## src/brpcs_pkg.sv

```systemverilog
// Shared constants and types for the base-R PCS status register bank.
// Assumes a single management clock domain with an active-low async reset.
package brpcs_pkg;

  // Management frame addressing
  localparam logic [4:0]  DEVAD_PCS          = 5'h03;
  localparam logic [4:0]  DEVAD_VEND         = 5'h1E;

  // Register offsets within each device address
  localparam logic [15:0] LINK_FAULT_OFS     = 16'h0001;
  localparam logic [15:0] PRESENCE_FAULT_OFS = 16'h0008;
  localparam logic [15:0] LOCK_BER_OFS       = 16'h0020;
  localparam logic [15:0] LAT_CNT_OFS        = 16'h0021;
  localparam logic [15:0] SEED_A0_OFS        = 16'h0022;
  localparam logic [15:0] SEED_A1_OFS        = 16'h0023;
  localparam logic [15:0] VEND_ERRBLK_OFS    = 16'h0010;

  // Field positions
  localparam int unsigned FAULT_SUM_BIT      = 7;
  localparam int unsigned RX_LINK_LAT_BIT    = 2;
  localparam int unsigned LP_ABIL_BIT        = 1;
  localparam int unsigned PRESENCE_LSB       = 14;
  localparam int unsigned TX_FAULT_BIT       = 11;
  localparam int unsigned RX_FAULT_BIT       = 10;
  localparam int unsigned BASE_R_CAP_BIT     = 0;
  localparam int unsigned LINK_LIVE_BIT      = 12;
  localparam int unsigned PRBS31_BIT         = 2;
  localparam int unsigned HIBER_LIVE_BIT     = 1;
  localparam int unsigned LOCK_LIVE_BIT      = 0;
  localparam int unsigned LOCK_LAT_BIT       = 15;
  localparam int unsigned HIBER_LAT_BIT      = 14;
  localparam int unsigned BER_CNT_LSB        = 8;
  localparam int unsigned ERR_CNT_LSB        = 0;

  // Fixed field values and reset values
  localparam logic [1:0]  PRESENCE_CODE      = 2'h2;
  localparam logic [15:0] SEED_RESET         = 16'h0000;

  // Frame bit counts
  localparam logic [5:0]  PREAMBLE_BITS      = 6'h20;
  localparam logic [5:0]  HDR_LAST           = 6'h0D;
  localparam logic [5:0]  DATA_BITS          = 6'h10;
  localparam logic [5:0]  SKIP_LAST          = 6'h11;

  // Frame opcodes
  localparam logic [1:0]  OP_ADDR            = 2'h0;
  localparam logic [1:0]  OP_WRITE           = 2'h1;
  localparam logic [1:0]  OP_RDINC           = 2'h2;
  localparam logic [1:0]  OP_READ            = 2'h3;

  localparam int unsigned SYNC_W             = 2;

  typedef enum logic [2:0] {
    S_PRE   = 3'h0,
    S_HDR   = 3'h1,
    S_TA    = 3'h2,
    S_WDATA = 3'h3,
    S_RDATA = 3'h4,
    S_SKIP  = 3'h5
  } brpcs_state_e;

  // Live conditions and event pulses from the PCS datapath
  typedef struct packed {
    logic tx_fault;
    logic rx_fault;
    logic rx_link_up;
    logic hi_ber;
    logic block_lock;
    logic bad_sh_entry;
    logic rx_e_entry;
  } brpcs_pcs_stat_s;

  typedef struct packed {
    logic [SYNC_W-1:0] s1;
    logic [SYNC_W-1:0] s2;
    logic [SYNC_W-1:0] s3;
    logic [SYNC_W-1:0] q;
  } brpcs_sync_s;

  typedef struct packed {
    brpcs_state_e st;
    logic [5:0]   cnt;
    logic [15:0]  shift;
    logic [1:0]   op;
    logic [4:0]   dev;
    logic [15:0]  addr3;
    logic [15:0]  addr30;
    logic [15:0]  seed0;
    logic [15:0]  seed1;
    logic         tx_lat;
    logic         rx_lat;
    logic         link_lat;
    logic         hiber_lat;
    logic         lock_lat;
    logic [5:0]   ber_cnt;
    logic [7:0]   err_cnt;
    logic         mdc_d;
    logic         mdio_o;
    logic         mdio_oe;
  } brpcs_regs_s;

endpackage

```

## src/brpcs_pin_sync.sv

```systemverilog
// Three-stage pin synchroniser with agreement filter.
// Assumes inputs are asynchronous to core_clk; output is core_clk level.
`timescale 1ns/1ps
module brpcs_pin_sync (
  // Clock and reset
  input  wire logic                       core_clk,
  input  wire logic                       reset_n,
  // Pins and filtered levels
  input  wire logic [brpcs_pkg::SYNC_W-1:0] pin_in,
  output logic      [brpcs_pkg::SYNC_W-1:0] level_out
);
  import brpcs_pkg::*;

  brpcs_sync_s            sy_r;
  brpcs_sync_s            sy_nxt;
  logic [SYNC_W-1:0]      q_nxt;

  // Accept a change only when stages two and three agree
  for (genvar i = 0; i < SYNC_W; i++) begin : g_bit
    assign q_nxt[i] = (sy_r.s2[i] == sy_r.s3[i]) ? sy_r.s3[i] : sy_r.q[i];
  end

  // Next state; first stage feeds only the second
  always_comb begin
    sy_nxt    = sy_r;
    sy_nxt.s1 = pin_in;
    sy_nxt.s2 = sy_r.s1;
    sy_nxt.s3 = sy_r.s2;
    sy_nxt.q  = q_nxt;
  end

  // State register
  always_ff @(posedge core_clk or negedge reset_n) begin
    if (!reset_n) begin
      sy_r <= '0;
    end else begin
      sy_r <= sy_nxt;
    end
  end

  assign level_out = sy_r.q;

endmodule

```

## src/brpcs_status_regs.sv

```systemverilog
// Management-frame slave holding the base-R PCS status, latch and
// counter registers plus the first two test seed words.
// Assumes MDC/MDIO arrive asynchronously and PCS inputs share core_clk.
`timescale 1ns/1ps
module brpcs_status_regs #(
  parameter logic [4:0] PORT_ADDR = 5'h00
) (
  // Clock and reset
  input  wire logic                       core_clk,
  input  wire logic                       reset_n,
  // Management pins
  input  wire logic                       mdc,
  input  wire logic                       mdio_i,
  output logic                            mdio_o,
  output logic                            mdio_oe,
  // PCS side
  input  wire logic                       kr_mode,
  input  wire brpcs_pkg::brpcs_pcs_stat_s pcs_stat,
  output logic      [31:0]                test_seed_a
);
  import brpcs_pkg::*;

  brpcs_regs_s          r_r;
  brpcs_regs_s          r_nxt;
  logic [SYNC_W-1:0]    pins_q;
  logic                 mdc_q;
  logic                 mdio_q;
  logic                 rise;
  logic                 is_read;
  logic [15:0]          cur_addr;
  logic                 snap;
  logic                 rd_link;
  logic                 rd_pres;
  logic                 rd_lat;
  logic                 rd_vend;
  logic                 fault_summary;
  logic [15:0]          rd_word;
  logic [15:0]          hdr;
  logic                 hdr_match;

  // Both pins pass the same filter so their skew stays equal
  brpcs_pin_sync u_sync (
    .core_clk  (core_clk),
    .reset_n   (reset_n),
    .pin_in    ({mdc, mdio_i}),
    .level_out (pins_q)
  );
  assign mdc_q  = pins_q[1];
  assign mdio_q = pins_q[0];

  // Frame decode helpers
  assign rise     = mdc_q & ~r_r.mdc_d;
  assign is_read  = (r_r.op == OP_READ) || (r_r.op == OP_RDINC);
  assign cur_addr = (r_r.dev == DEVAD_PCS) ? r_r.addr3 : r_r.addr30;
  assign hdr      = {r_r.shift[14:0], mdio_q};
  assign hdr_match = (hdr[13:12] == 2'h0) && (hdr[9:5] == PORT_ADDR) &&
                     ((hdr[4:0] == DEVAD_PCS) || (hdr[4:0] == DEVAD_VEND)) &&
                     kr_mode;

  // Read snapshot moment and which register it hits
  assign snap    = rise && (r_r.st == S_TA) && is_read;
  assign rd_link = snap && (r_r.dev == DEVAD_PCS) &&
                   (cur_addr == LINK_FAULT_OFS);
  assign rd_pres = snap && (r_r.dev == DEVAD_PCS) &&
                   (cur_addr == PRESENCE_FAULT_OFS);
  assign rd_lat  = snap && (r_r.dev == DEVAD_PCS) &&
                   (cur_addr == LAT_CNT_OFS);
  assign rd_vend = snap && (r_r.dev == DEVAD_VEND) &&
                   (cur_addr == VEND_ERRBLK_OFS);

  // summary of live and latched faults
  assign fault_summary = pcs_stat.tx_fault | pcs_stat.rx_fault |
                         r_r.tx_lat | r_r.rx_lat;

  // Read data mux; unmapped offsets read as zero
  always_comb begin
    rd_word = 16'h0000;
    if (r_r.dev == DEVAD_PCS) begin
      case (cur_addr)
        LINK_FAULT_OFS: begin
          rd_word[FAULT_SUM_BIT]   = fault_summary;
          rd_word[RX_LINK_LAT_BIT] = r_r.link_lat;
          rd_word[LP_ABIL_BIT]     = 1'b1;
        end
        PRESENCE_FAULT_OFS: begin
          rd_word[PRESENCE_LSB+:2] = PRESENCE_CODE;
          rd_word[TX_FAULT_BIT]    = r_r.tx_lat;
          rd_word[RX_FAULT_BIT]    = r_r.rx_lat;
          rd_word[BASE_R_CAP_BIT]  = 1'b1;
        end
        LOCK_BER_OFS: begin
          rd_word[LINK_LIVE_BIT]   = pcs_stat.rx_link_up;
          rd_word[PRBS31_BIT]      = 1'b1;
          rd_word[HIBER_LIVE_BIT]  = pcs_stat.hi_ber;
          rd_word[LOCK_LIVE_BIT]   = pcs_stat.block_lock;
        end
        LAT_CNT_OFS: begin
          rd_word[LOCK_LAT_BIT]      = r_r.lock_lat;
          rd_word[HIBER_LAT_BIT]     = r_r.hiber_lat;
          rd_word[BER_CNT_LSB+:6]    = r_r.ber_cnt;
          rd_word[ERR_CNT_LSB+:8]    = r_r.err_cnt;
        end
        SEED_A0_OFS: rd_word = r_r.seed0;
        SEED_A1_OFS: rd_word = r_r.seed1;
        default:     rd_word = 16'h0000;
      endcase
    end else if (cur_addr == VEND_ERRBLK_OFS) begin
      rd_word[ERR_CNT_LSB+:8] = r_r.err_cnt;
    end
  end

  // Next-state logic: latches, counters and frame engine
  always_comb begin
    r_nxt       = r_r;
    r_nxt.mdc_d = mdc_q;

    // transmit latch, set wins over read clear
    r_nxt.tx_lat    = (rd_pres ? 1'b0 : r_r.tx_lat) | pcs_stat.tx_fault;
    // receive latch, re-armed by the 3.8 read
    r_nxt.rx_lat    = (rd_pres ? 1'b0 : r_r.rx_lat) | pcs_stat.rx_fault;
    r_nxt.link_lat  = (rd_link ? 1'b1 : r_r.link_lat) & pcs_stat.rx_link_up;
    r_nxt.hiber_lat = (rd_lat ? 1'b0 : r_r.hiber_lat) | pcs_stat.hi_ber;
    r_nxt.lock_lat  = (rd_lat ? 1'b1 : r_r.lock_lat) & pcs_stat.block_lock;

    // saturating count, an event in the read cycle survives
    if (rd_lat) begin
      r_nxt.ber_cnt = {5'h00, pcs_stat.bad_sh_entry};
    end else if (pcs_stat.bad_sh_entry && (r_r.ber_cnt != 6'h3F)) begin
      r_nxt.ber_cnt = r_r.ber_cnt + 6'h01;
    end
    // either location clears the one counter
    if (rd_lat || rd_vend) begin
      r_nxt.err_cnt = {7'h00, pcs_stat.rx_e_entry};
    end else if (pcs_stat.rx_e_entry && (r_r.err_cnt != 8'hFF)) begin
      r_nxt.err_cnt = r_r.err_cnt + 8'h01;
    end

    // Frame engine steps once per filtered MDC rising edge
    if (rise) begin
      case (r_r.st)
        S_PRE: begin
          if (mdio_q) begin
            if (r_r.cnt != PREAMBLE_BITS) begin
              r_nxt.cnt = r_r.cnt + 6'h01;
            end
          end else if (r_r.cnt == PREAMBLE_BITS) begin
            r_nxt.st    = S_HDR;
            r_nxt.cnt   = 6'h01;
            r_nxt.shift = 16'h0000;
          end else begin
            r_nxt.cnt = 6'h00;
          end
        end
        S_HDR: begin
          r_nxt.shift = hdr;
          r_nxt.cnt   = r_r.cnt + 6'h01;
          if (r_r.cnt == HDR_LAST) begin
            r_nxt.cnt = 6'h00;
            r_nxt.op  = hdr[11:10];
            r_nxt.dev = hdr[4:0];
            r_nxt.st  = hdr_match ? S_TA : S_SKIP;
          end
        end
        S_TA: begin
          if (is_read) begin
            // Drive the turnaround zero, then data
            r_nxt.mdio_oe = 1'b1;
            r_nxt.mdio_o  = 1'b0;
            r_nxt.shift   = rd_word;
            r_nxt.cnt     = 6'h00;
            r_nxt.st      = S_RDATA;
          end else if (r_r.cnt == 6'h01) begin
            r_nxt.cnt = 6'h00;
            r_nxt.st  = S_WDATA;
          end else begin
            r_nxt.cnt = r_r.cnt + 6'h01;
          end
        end
        S_WDATA: begin
          r_nxt.shift = hdr;
          r_nxt.cnt   = r_r.cnt + 6'h01;
          if (r_r.cnt == DATA_BITS - 6'h01) begin
            r_nxt.cnt = 6'h00;
            r_nxt.st  = S_PRE;
            if (r_r.op == OP_ADDR) begin
              if (r_r.dev == DEVAD_PCS) begin
                r_nxt.addr3 = hdr;
              end else begin
                r_nxt.addr30 = hdr;
              end
            end else if ((r_r.op == OP_WRITE) &&
                         (r_r.dev == DEVAD_PCS)) begin
              // seed words; other offsets ignore writes
              if (r_r.addr3 == SEED_A0_OFS) begin
                r_nxt.seed0 = hdr;
              end
              if (r_r.addr3 == SEED_A1_OFS) begin
                r_nxt.seed1 = hdr;
              end
            end
          end
        end
        S_RDATA: begin
          if (r_r.cnt != DATA_BITS) begin
            r_nxt.mdio_o = r_r.shift[15];
            r_nxt.shift  = {r_r.shift[14:0], 1'b0};
            r_nxt.cnt    = r_r.cnt + 6'h01;
          end else begin
            // Release the line after the last bit is sampled
            r_nxt.mdio_oe = 1'b0;
            r_nxt.mdio_o  = 1'b0;
            r_nxt.cnt     = 6'h00;
            r_nxt.st      = S_PRE;
            if (r_r.op == OP_RDINC) begin
              if (r_r.dev == DEVAD_PCS) begin
                r_nxt.addr3 = r_r.addr3 + 16'h0001;
              end else begin
                r_nxt.addr30 = r_r.addr30 + 16'h0001;
              end
            end
          end
        end
        S_SKIP: begin
          r_nxt.cnt = r_r.cnt + 6'h01;
          if (r_r.cnt == SKIP_LAST) begin
            r_nxt.cnt = 6'h00;
            r_nxt.st  = S_PRE;
          end
        end
        default: begin
          r_nxt.st      = S_PRE;
          r_nxt.cnt     = 6'h00;
          r_nxt.mdio_oe = 1'b0;
        end
      endcase
    end
  end

  // State register; all latches and counters start cleared
  always_ff @(posedge core_clk or negedge reset_n) begin
    if (!reset_n) begin
      r_r <= '0;
    end else begin
      r_r <= r_nxt;
    end
  end

  // Outputs straight from flops
  assign mdio_o      = r_r.mdio_o;
  assign mdio_oe     = r_r.mdio_oe;
  assign test_seed_a = {r_r.seed1, r_r.seed0};
endmodule

```

## config.mk

```make
export PLATFORM = sky130hd
export DESIGN_NAME = brpcs_status_regs
export DESIGN_NICKNAME = d
export VERILOG_FILES = /design/src/brpcs_pkg.sv /design/src/brpcs_pin_sync.sv /design/src/brpcs_status_regs.sv
export SDC_FILE = /design/constraint.sdc
export NUM_CORES = 1
export LEC_CHECK = 0
export ABC_CLOCK_PERIOD_IN_PS = 2100
export BUFFER_PORTS_ARGS = -buffer_cell sky130_fd_sc_hd__buf_4
export CORE_MARGIN = 8
export CORE_UTILIZATION = 28
export DETAILED_ROUTE_END_ITERATION = 16
export GPL_TIMING_DRIVEN = 0
export PLACE_DENSITY = 0.56
export SLEW_MARGIN = 20
export SYNTH_ARGS = -nofsm -noshare
export SYNTH_HDL_FRONTEND = slang
export SYNTH_SLANG_ARGS = --single-unit
```

## constraint.sdc

```tcl
create_clock -name core_clk -period 2.1 [get_ports core_clk]
set_clock_uncertainty 0.05 [all_clocks]
set_input_delay 0.21 -clock core_clk [delete_from_list [all_inputs] [get_ports core_clk]]
set_output_delay 0.21 -clock core_clk [all_outputs]
set_load 0.05 [all_outputs]
```

After elaboration in Yosys (flattened, before gate mapping)
Index checks and enable logic that the tools add are counted.
{"block": "word_totals", "regBits": 126, "inputBits": 12, "output_inout_bits": 34, "elab_cells": 187}
{"block": "classes", "addsub": 5, "n_eq_ne": 48, "muxes": 60, "n_bitwise": 12, "n_reduce_logical": 38}
{"op": "$mux 16", "count": 11}
{"op": "$mux 32", "count": 5}
{"op": "$eq 16x6->1 const B", "count": 6}
{"op": "$mux 64", "count": 1}
{"op": "$pmux 16 s4", "count": 1}
{"op": "$pmux 32 s2", "count": 1}
{"op": "$pmux 9 s6", "count": 1}
{"op": "$mux 8", "count": 5}
{"op": "$mux 6", "count": 6}
{"op": "$mux 9", "count": 4}
{"op": "$add 16x1->16 const B", "count": 2}
{"op": "$ne 2x2->1 const B", "count": 14}
{"op": "$reduce_and 8->1", "count": 3}
{"op": "$reduce_and 6->1", "count": 3}
{"op": "$eq 16x1->1 const B", "count": 1}
{"op": "$eq 16x4->1 const B", "count": 1}
{"op": "$eq 16x5->1 const B", "count": 1}
{"op": "$pmux 2 s4", "count": 2}
{"op": "$mux 3", "count": 5}
{"op": "$logic_and 1x1->1", "count": 14}
{"op": "$add 6x1->6 const B", "count": 2}
{"op": "$eq 6x4->1 const B", "count": 2}
{"op": "$ne 6x6->1 const B", "count": 2}
{"op": "$pmux 4 s3", "count": 1}
{"op": "38 further kinds", "count": 69}

Logic depth before layout (Yosys ltp)
Gate-level depths: netlist (run 1).
{"block": "depth", "depth_word": 8, "depth_mapped": 9, "mapped_depth_nobuf": 9}

Cells and area by module
From an unflattened synthesis (run 1), not the netlist that was laid out.
{"block": "hier_totals", "cells_unflattened": 765, "area_unflattened_um2": 7354.6}
{"mod": "brpcs_status_regs", "n_inst": 1, "cells_per_inst": 753, "area_each_um2": 7116.8}
{"mod": "brpcs_pin_sync", "n_inst": 1, "cells_per_inst": 12, "area_each_um2": 237.7}

Least setup slack after synthesis (run 1)
Ideal clock, no wire load.
{"block": "synth_path", "path_type": "reg-to-reg", "start": "register r_r[109] (netlist bit)", "end": "register r_r (netlist bit test_seed_a[10])", "arrival_time_ns": 2.079, "t_required_ns": 1.925, "slack_ns": -0.154, "stages_incl_launch_ff": 8, "n_path_buf": 1, "synth_period_minus_slack_ns": 2.254, "path_cell_list": "dfrtp_1 ha_1 nand3_1 or3_1 nor4_2 nand2_2 buf_6 mux2_4"}
{"block": "synth_between", "elab_chain_cells": 2}
{"item": "start, declared", "line_no": "brpcs_status_regs.sv:23", "rtl": "brpcs_regs_s r_r;"}
{"item": "start signal, assigned", "line_no": "brpcs_status_regs.sv:244", "rtl": "r_r <= r_nxt;"}
{"item": "$eq 6x4->1", "line_no": "brpcs_status_regs.sv:182", "rtl": "if (r_r.cnt == DATA_BITS - 6'h01) begin"}
{"item": "$reduce_and 6->1 (no source line)"}
Every way passes these cells.
A chain may end at the register's enable or synchronous reset.

Worst setup path in the final report (run 1)
{"block": "layout_path", "start": "register r_r[110] (netlist bit)", "end": "register r_r (netlist bit test_seed_a[23])"}
Same word-level chain as after synthesis.

==> metrics, run 1 <==
first-pass GRT wire length=39300 um; CP Class=reg -> reg; Routed Antenna Nets=0; final hold vios=0; global route overflow=0; commonest non-fill, non-tap cell in the layout=buf_4; Final nets=984; clock power share=31.2%; Hold Path Class=in -> async; met3 track demand over resource=3.90%; GR met2 Demand/Resource=24.8%; failing checks=setup timing; crit end category=flop; die span in x=179 um; final design area excluding fillers=11100 um^2; number of synthesis warnings=0; Leakage=4.68 nW; Max Freq=425 MHz; Synth Area per Inst=9.46 um^2; Synth-to-Final Area Change=47.9%; Final setup viols=94; dominant synthesized flop cell=dfrtp_1; maximum VDD drop=576 uV; area of placed instances=8420 um^2; vias=7207; wire length per cell=19.6 um; 1st-iter DRT viols=743; area of the mapped netlist=7470 um^2; initial antenna violation count=0; H-Tree Level Count=4; setup_tns=-13380 ps; most frequent cells in the layout=buf_4, dfrtp_1, nand2_1; final worst-path setup slack=-254 ps; Port Buffers=45; register share of total power=36.7%; die area=32200 um^2; Overall Global Routing Usage=15.9%; Seq/Total Area, Yosys=42.2%; CTS sink count=126; die height=179 um; DP HPWL=16500 um; post-synth cell types=86; Pwr per Cell Area=892 nW/um^2; total design power=9.86 mW; Post-Route WL=25900 um; Yosys top cell by area=dfrtp_1; launch point of the worst reg-to-reg path=r_r[110]; worst path required time=2360 ps; vias per cell=5.47; synthesized flop and latch total=126; vias in the first global route=6874; residual DRC count=0; number of CTS-inserted buffers=17; routability congestion estimate=0.856; Worst setup SP type=flop; reg2reg end=test_seed_a[23]; Int Power=6.23 mW; Period minus WS final=2350 ps; CP Data Arrival Time=2610 ps; Cells after Synth=790; EDFF count, synth=0; CTS tree=done; Comb pwr share=32.2%; grt peak-use layer=met2; flop2flop setup slack=-250 ps; max_slew headroom=54.8%; Max Cap Viol=0; switching part of the total power=36.8%; worst slack, placed=-828 ps; Final Non-Filler Cells=1318; max-slew violations=0; clk slew on worst S/H paths=60 ps; Period Utilization, post-route=112%; DRT Pass-1 Iters=5; Core Rows=60; Root Buffer=clkbuf_16; share of cells above drive strength 1=47.6%; final core utilization=41.6%; I/O pins=46; worst-case hold slack=272 ps; RSZ-0062 raised after global routing=true; crit-path max FO=5; syn nets=810; core footprint=26600 um^2; largest net degree at the start of global routing=68; initial core utilization=28.1%; Reg2Reg Depth=9; Psw=3.63 mW; Ant. Diodes=0; Worst-Margin Slew=678 ps; largest cells by area after synthesis=dfrtp_1, mux2_4, nor2_1; global-route track usage on met1=21.2%; ys async rst share=100%; status=finished, violations left; Clock Tree Buf Depth=2; Post-Place Cells=1177; Worst-Skew Late Latency=430 ps; area share of the largest cell type after synthesis=42.2%
-- cell type report --
class                   count  area (um^2)
inverters                  14         55.1
flip-flops and latches    126         3180
repair buffers            163         1520
fillers                  2521        15500
clock inverters            15          186
well taps                 341          427
clock buffers              17          425
multi-input cells         578         4720
plain buffers              64          541
-- sequential cells by signal, indices dropped and copies added, names as in the netlist --
name              count
mdio_o                1
r_r                  69
u_sync.sy_r           2
hdr                  15
u_sync.sy_nxt         4
u_sync.level_out      2
test_seed_a          32
mdio_oe               1
-- logic make-up after synthesis --
group	Yosys count	synth area share (%)
and+or+nand+nor	293	20.4
AOI/OAI and AO/OA	222	20.5
DFF	126	42.2
buffers and inverters	86	6.63
muxes	43	7.50
xor gates and xnor gates	10	1.17
adders and majority gates	10	1.61
-- how the worst max path moves through the flow --
stage | startpoint | end | slack, ps | cells after the start
2_1_floorplan | r_r[116] | hdr[15] | -50 | 7
3_3_place_gp | r_r[71] | r_r[3] | -830 | 6
3_5_place_dp | r_r[71] | r_r[3] | -830 | 6
4_1_cts | r_r[117] | test_seed_a[21] | -310 | 8
5_1_grt | r_r[109] | test_seed_a[23] | -310 | 9
6_report | r_r[110] | test_seed_a[23] | -250 | 9
-- power by group through the flow --
| stage | combinational, mW | sequential (mW) | clock (mW) |
|---|---|---|---|
| CTS | 2.63 | 3.60 | 3.13 |
| global route | 3.38 | 3.67 | 3.26 |
| global placement | 1.81 | 3.57 | 0 |
| floorplan | 1.39 | 3.28 | 0 |
| detailed placement | 1.86 | 3.58 | 0 |
| finish | 3.17 | 3.62 | 3.08 |
-- Yosys cell counts (5+ instances only) --
master      n
nand4_1    11
and3_1      9
nor4_1      6
xor2_1      7
inv_1      14
nand3_1    37
o31ai_1     5
a22oi_1     5
o22ai_1     5
o211ai_1    6
a21o_1      9
nor2b_1    11
nand2b_1   11
nand2_1    71
a22o_1      7
o21a_1      5
a32oi_1    10
mux2_4     21
nor2_1     77
a31oi_1    12
buf_2      14
a222oi_1    6
o21ai_0    46
buf_4      35
o22a_1      7
clkbuf_1   17
a21oi_1    57
or3_1       5
nand3b_1    5
ha_1        8
dfrtp_1   126
mux2_2     20
nor3_1     10
-- layer usage --
| metal | share of wire [%] | up-vias |
|---|---|---|
| met5 | 0 | - |
| met4 | 2.2 | 0 |
| met3 | 7.3 | 51 |
| met2 | 47 | 288 |
| met1 | 44 | 3627 |
| li1 | - | 3241 |
-- critical path: stages, from the launching register on --
cell	delay, ps
dfrtp_2	400
buf_6	120
ha_4	140
nand3_4	80
or3_4	410
nor4_4	290
buf_4	190
nand2_8	80
buf_12	160
mux2_4	290
-- repair_timing --
action | 4_1_cts | 5_1_grt
pin swaps | 60 | 75
setup endpoints to repair | 115 | 114
gates cloned | 8 | 2
hold buffers | 10 | 0
hold endpoints to repair | 75 | 0
setup buffers | 75 | 29
gates resized for setup | 174 | 131
Power figures use the tool's default switching activity.
==> inputs of run 2 (changes only) <==
--- a/config.mk
+++ b/config.mk
@@ -5,13 +5,13 @@
 export SDC_FILE = /design/constraint.sdc
 export NUM_CORES = 1
 export LEC_CHECK = 0
-export ABC_CLOCK_PERIOD_IN_PS = 2100
+export ABC_CLOCK_PERIOD_IN_PS = 2800
 export BUFFER_PORTS_ARGS = -buffer_cell sky130_fd_sc_hd__buf_4
 export CORE_MARGIN = 8
 export CORE_UTILIZATION = 28
 export DETAILED_ROUTE_END_ITERATION = 16
 export GPL_TIMING_DRIVEN = 0
-export PLACE_DENSITY = 0.56
+export PLACE_DENSITY = 0.55
 export SLEW_MARGIN = 20
 export SYNTH_ARGS = -nofsm -noshare
 export SYNTH_HDL_FRONTEND = slang
==> constraint.sdc (replaced) <==
create_clock -name core_clk -period 2.8 [get_ports core_clk]
set_clock_uncertainty 0.05 [all_clocks]
set_input_delay 0.28 -clock core_clk [delete_from_list [all_inputs] [get_ports core_clk]]
set_output_delay 0.28 -clock core_clk [all_outputs]
set_load 0.05 [all_outputs]
==> metrics, run 2 (synthesized netlist as in run 1, its figures left out) <==
switching part of the total power=34.8%; final hold vios=0; first-pass GRT wire length=35700 um; die height=179 um; initial core utilization=28.1%; share of cells above drive strength 1=23.8%; Worst-Margin Slew=627 ps; 1st-iter DRT viols=770; Leakage=3.87 nW; DP HPWL=16400 um; Final Non-Filler Cells=1212; Final setup viols=0; Psw=2.26 mW; vias in the first global route=6297; crit-path max FO=9; max_slew headroom=58.0%; Int Power=4.24 mW; final worst-path setup slack=117 ps; CTS sink count=126; fill count=2746; CP Class=reg -> reg; number of CTS-inserted buffers=17; residual DRC count=0; Clock Tree Buf Depth=2; status=completed; CP Data Arrival Time=3000 ps; vias per cell=5.39; Synth-to-Final Area Change=20.5%; Routed Antenna Nets=0; worst slack, placed=-27.7 ps; Max Cap Viol=0; maximum VDD drop=423 uV; die span in x=179 um; max-slew violations=0; Post-Route WL=22700 um; Ant. Diodes=0; crit end category=flop; CTS tree=done; most frequent cells in the layout=dfrtp_1, buf_4, nor2_1; clk slew on worst S/H paths=60 ps; die area=32200 um^2; Port Buffers=45; Core Rows=60; clock power share=38.3%; Final nets=878; final design area excluding fillers=9010 um^2; wire length per cell=18.7 um; DRT Pass-1 Iters=8; Period Utilization, post-route=95.8%; Hold Path Class=in -> reg; H-Tree Level Count=4; I/O pins=46; Reg with most FFs=r_r; initial antenna violation count=0; vias=6532; worst path required time=3110 ps; final core utilization=33.9%; register share of total power=40.8%; Root Buffer=clkbuf_16; global route overflow=0; routability congestion estimate=0.890; Worst setup SP type=flop; core footprint=26600 um^2; area of placed instances=8270 um^2; Comb pwr share=20.8%; commonest non-fill, non-tap cell in the layout=dfrtp_1; Period minus WS final=2680 ps; largest net degree at the start of global routing=71; Largest register FFs=69; Worst-Skew Late Latency=420 ps; Max Freq=373 MHz; Overall Global Routing Usage=14.3%; Pwr per Cell Area=723 nW/um^2; Post-Place Cells=1177
==> run 2: cell types whose count changed in the layout (fill, tap and decap cells not counted), sizes merged <==
| cell | change |
|---|---|
| buf | -104 |
| dlygate4sd3 | -7 |
| inv | +1 |
| clkbuf | +5 |
| clkinvlp | -3 |
| bufinv | +2 |
==> run 2: path summary, 6_finish.rpt <==
kind | from | end | slack [ps] | cells after the start
min in group asynchronous | reset_n | r_r[6] | 310 | 2
max reg2reg | r_r[77] | hdr[12] | 120 | 7
max | r_r[77] | hdr[12] | 120 | 7
max in group asynchronous | reset_n | r_r[82] | 1680 | 3
min reg2reg | u_sync.sy_nxt[5] | u_sync.sy_nxt[3] | 300 | 0
min | pcs_stat[6] | r_r[21] | 20 | 2
==> run 2: metal layers <==
metal	up-vias	track usage [%]	wire length (um)
met4	0	4.34	407
met5	-	0	0
li1	3025	-	-
met2	232	22.3	10400
met3	42	2.60	1420
met1	3233	19.8	10500
==> run 2: what timing repair did <==
| action | 4_1_cts | 5_1_grt |
|---|---|---|
| setup buffers | 0 | 1 |
| endpoints found under the hold margin | 58 | 0 |
| hold buffers | 3 | 0 |
| endpoints found under the setup margin | 2 | 46 |
| gates resized for setup | 2 | 6 |
| pin swaps | 0 | 3 |
==> run 2: layout make-up <==
| cell class | instances | area (um^2) | share of cell area [%] |
|---|---|---|---|
| Buffer | 71 | 439 | 4.88 |
| Clock buffer | 17 | 425 | 4.72 |
| Clock inverter | 15 | 235 | 2.61 |
| Inverter | 14 | 52.6 | 0.583 |
| Multi-Input combinational cell | 578 | 3860 | 42.9 |
| Sequential cell | 126 | 3150 | 35.0 |
| Tap cell | 341 | 427 | 4.74 |
| Timing Repair Buffer | 50 | 410 | 4.56 |
==> run 2: critical path: stages (launching register included) <==
cell,delay [ps]
dfrtp_1,430
nor4_2,460
nand4_1,370
o32ai_4,420
nand2_1,100
a21boi_0,400
a21boi_0,270
a211o_1,120
==> run 2: per-stage QoR <==
step	setup TNS (ps)	total power [mW]	hold WS, ps
6_report	0	6.51	16.6
5_1_grt	-7.65	6.81	3.92
4_1_cts	0	6.52	1.41
3_5_place_dp	-27.7	4.00	198
3_3_place_gp	-98.3	3.98	283
2_1_floorplan	0	3.43	-65.6
==> run 2: power by group through the flow <==
stage | logic [mW] | clock network [mW] | registers [mW]
after global placement | 1.30 | 0 | 2.68
final | 1.36 | 2.50 | 2.66
after global routing | 1.51 | 2.60 | 2.70
after floorplan | 0.991 | 0 | 2.44
after detailed placement | 1.33 | 0 | 2.68
after CTS | 1.34 | 2.54 | 2.65
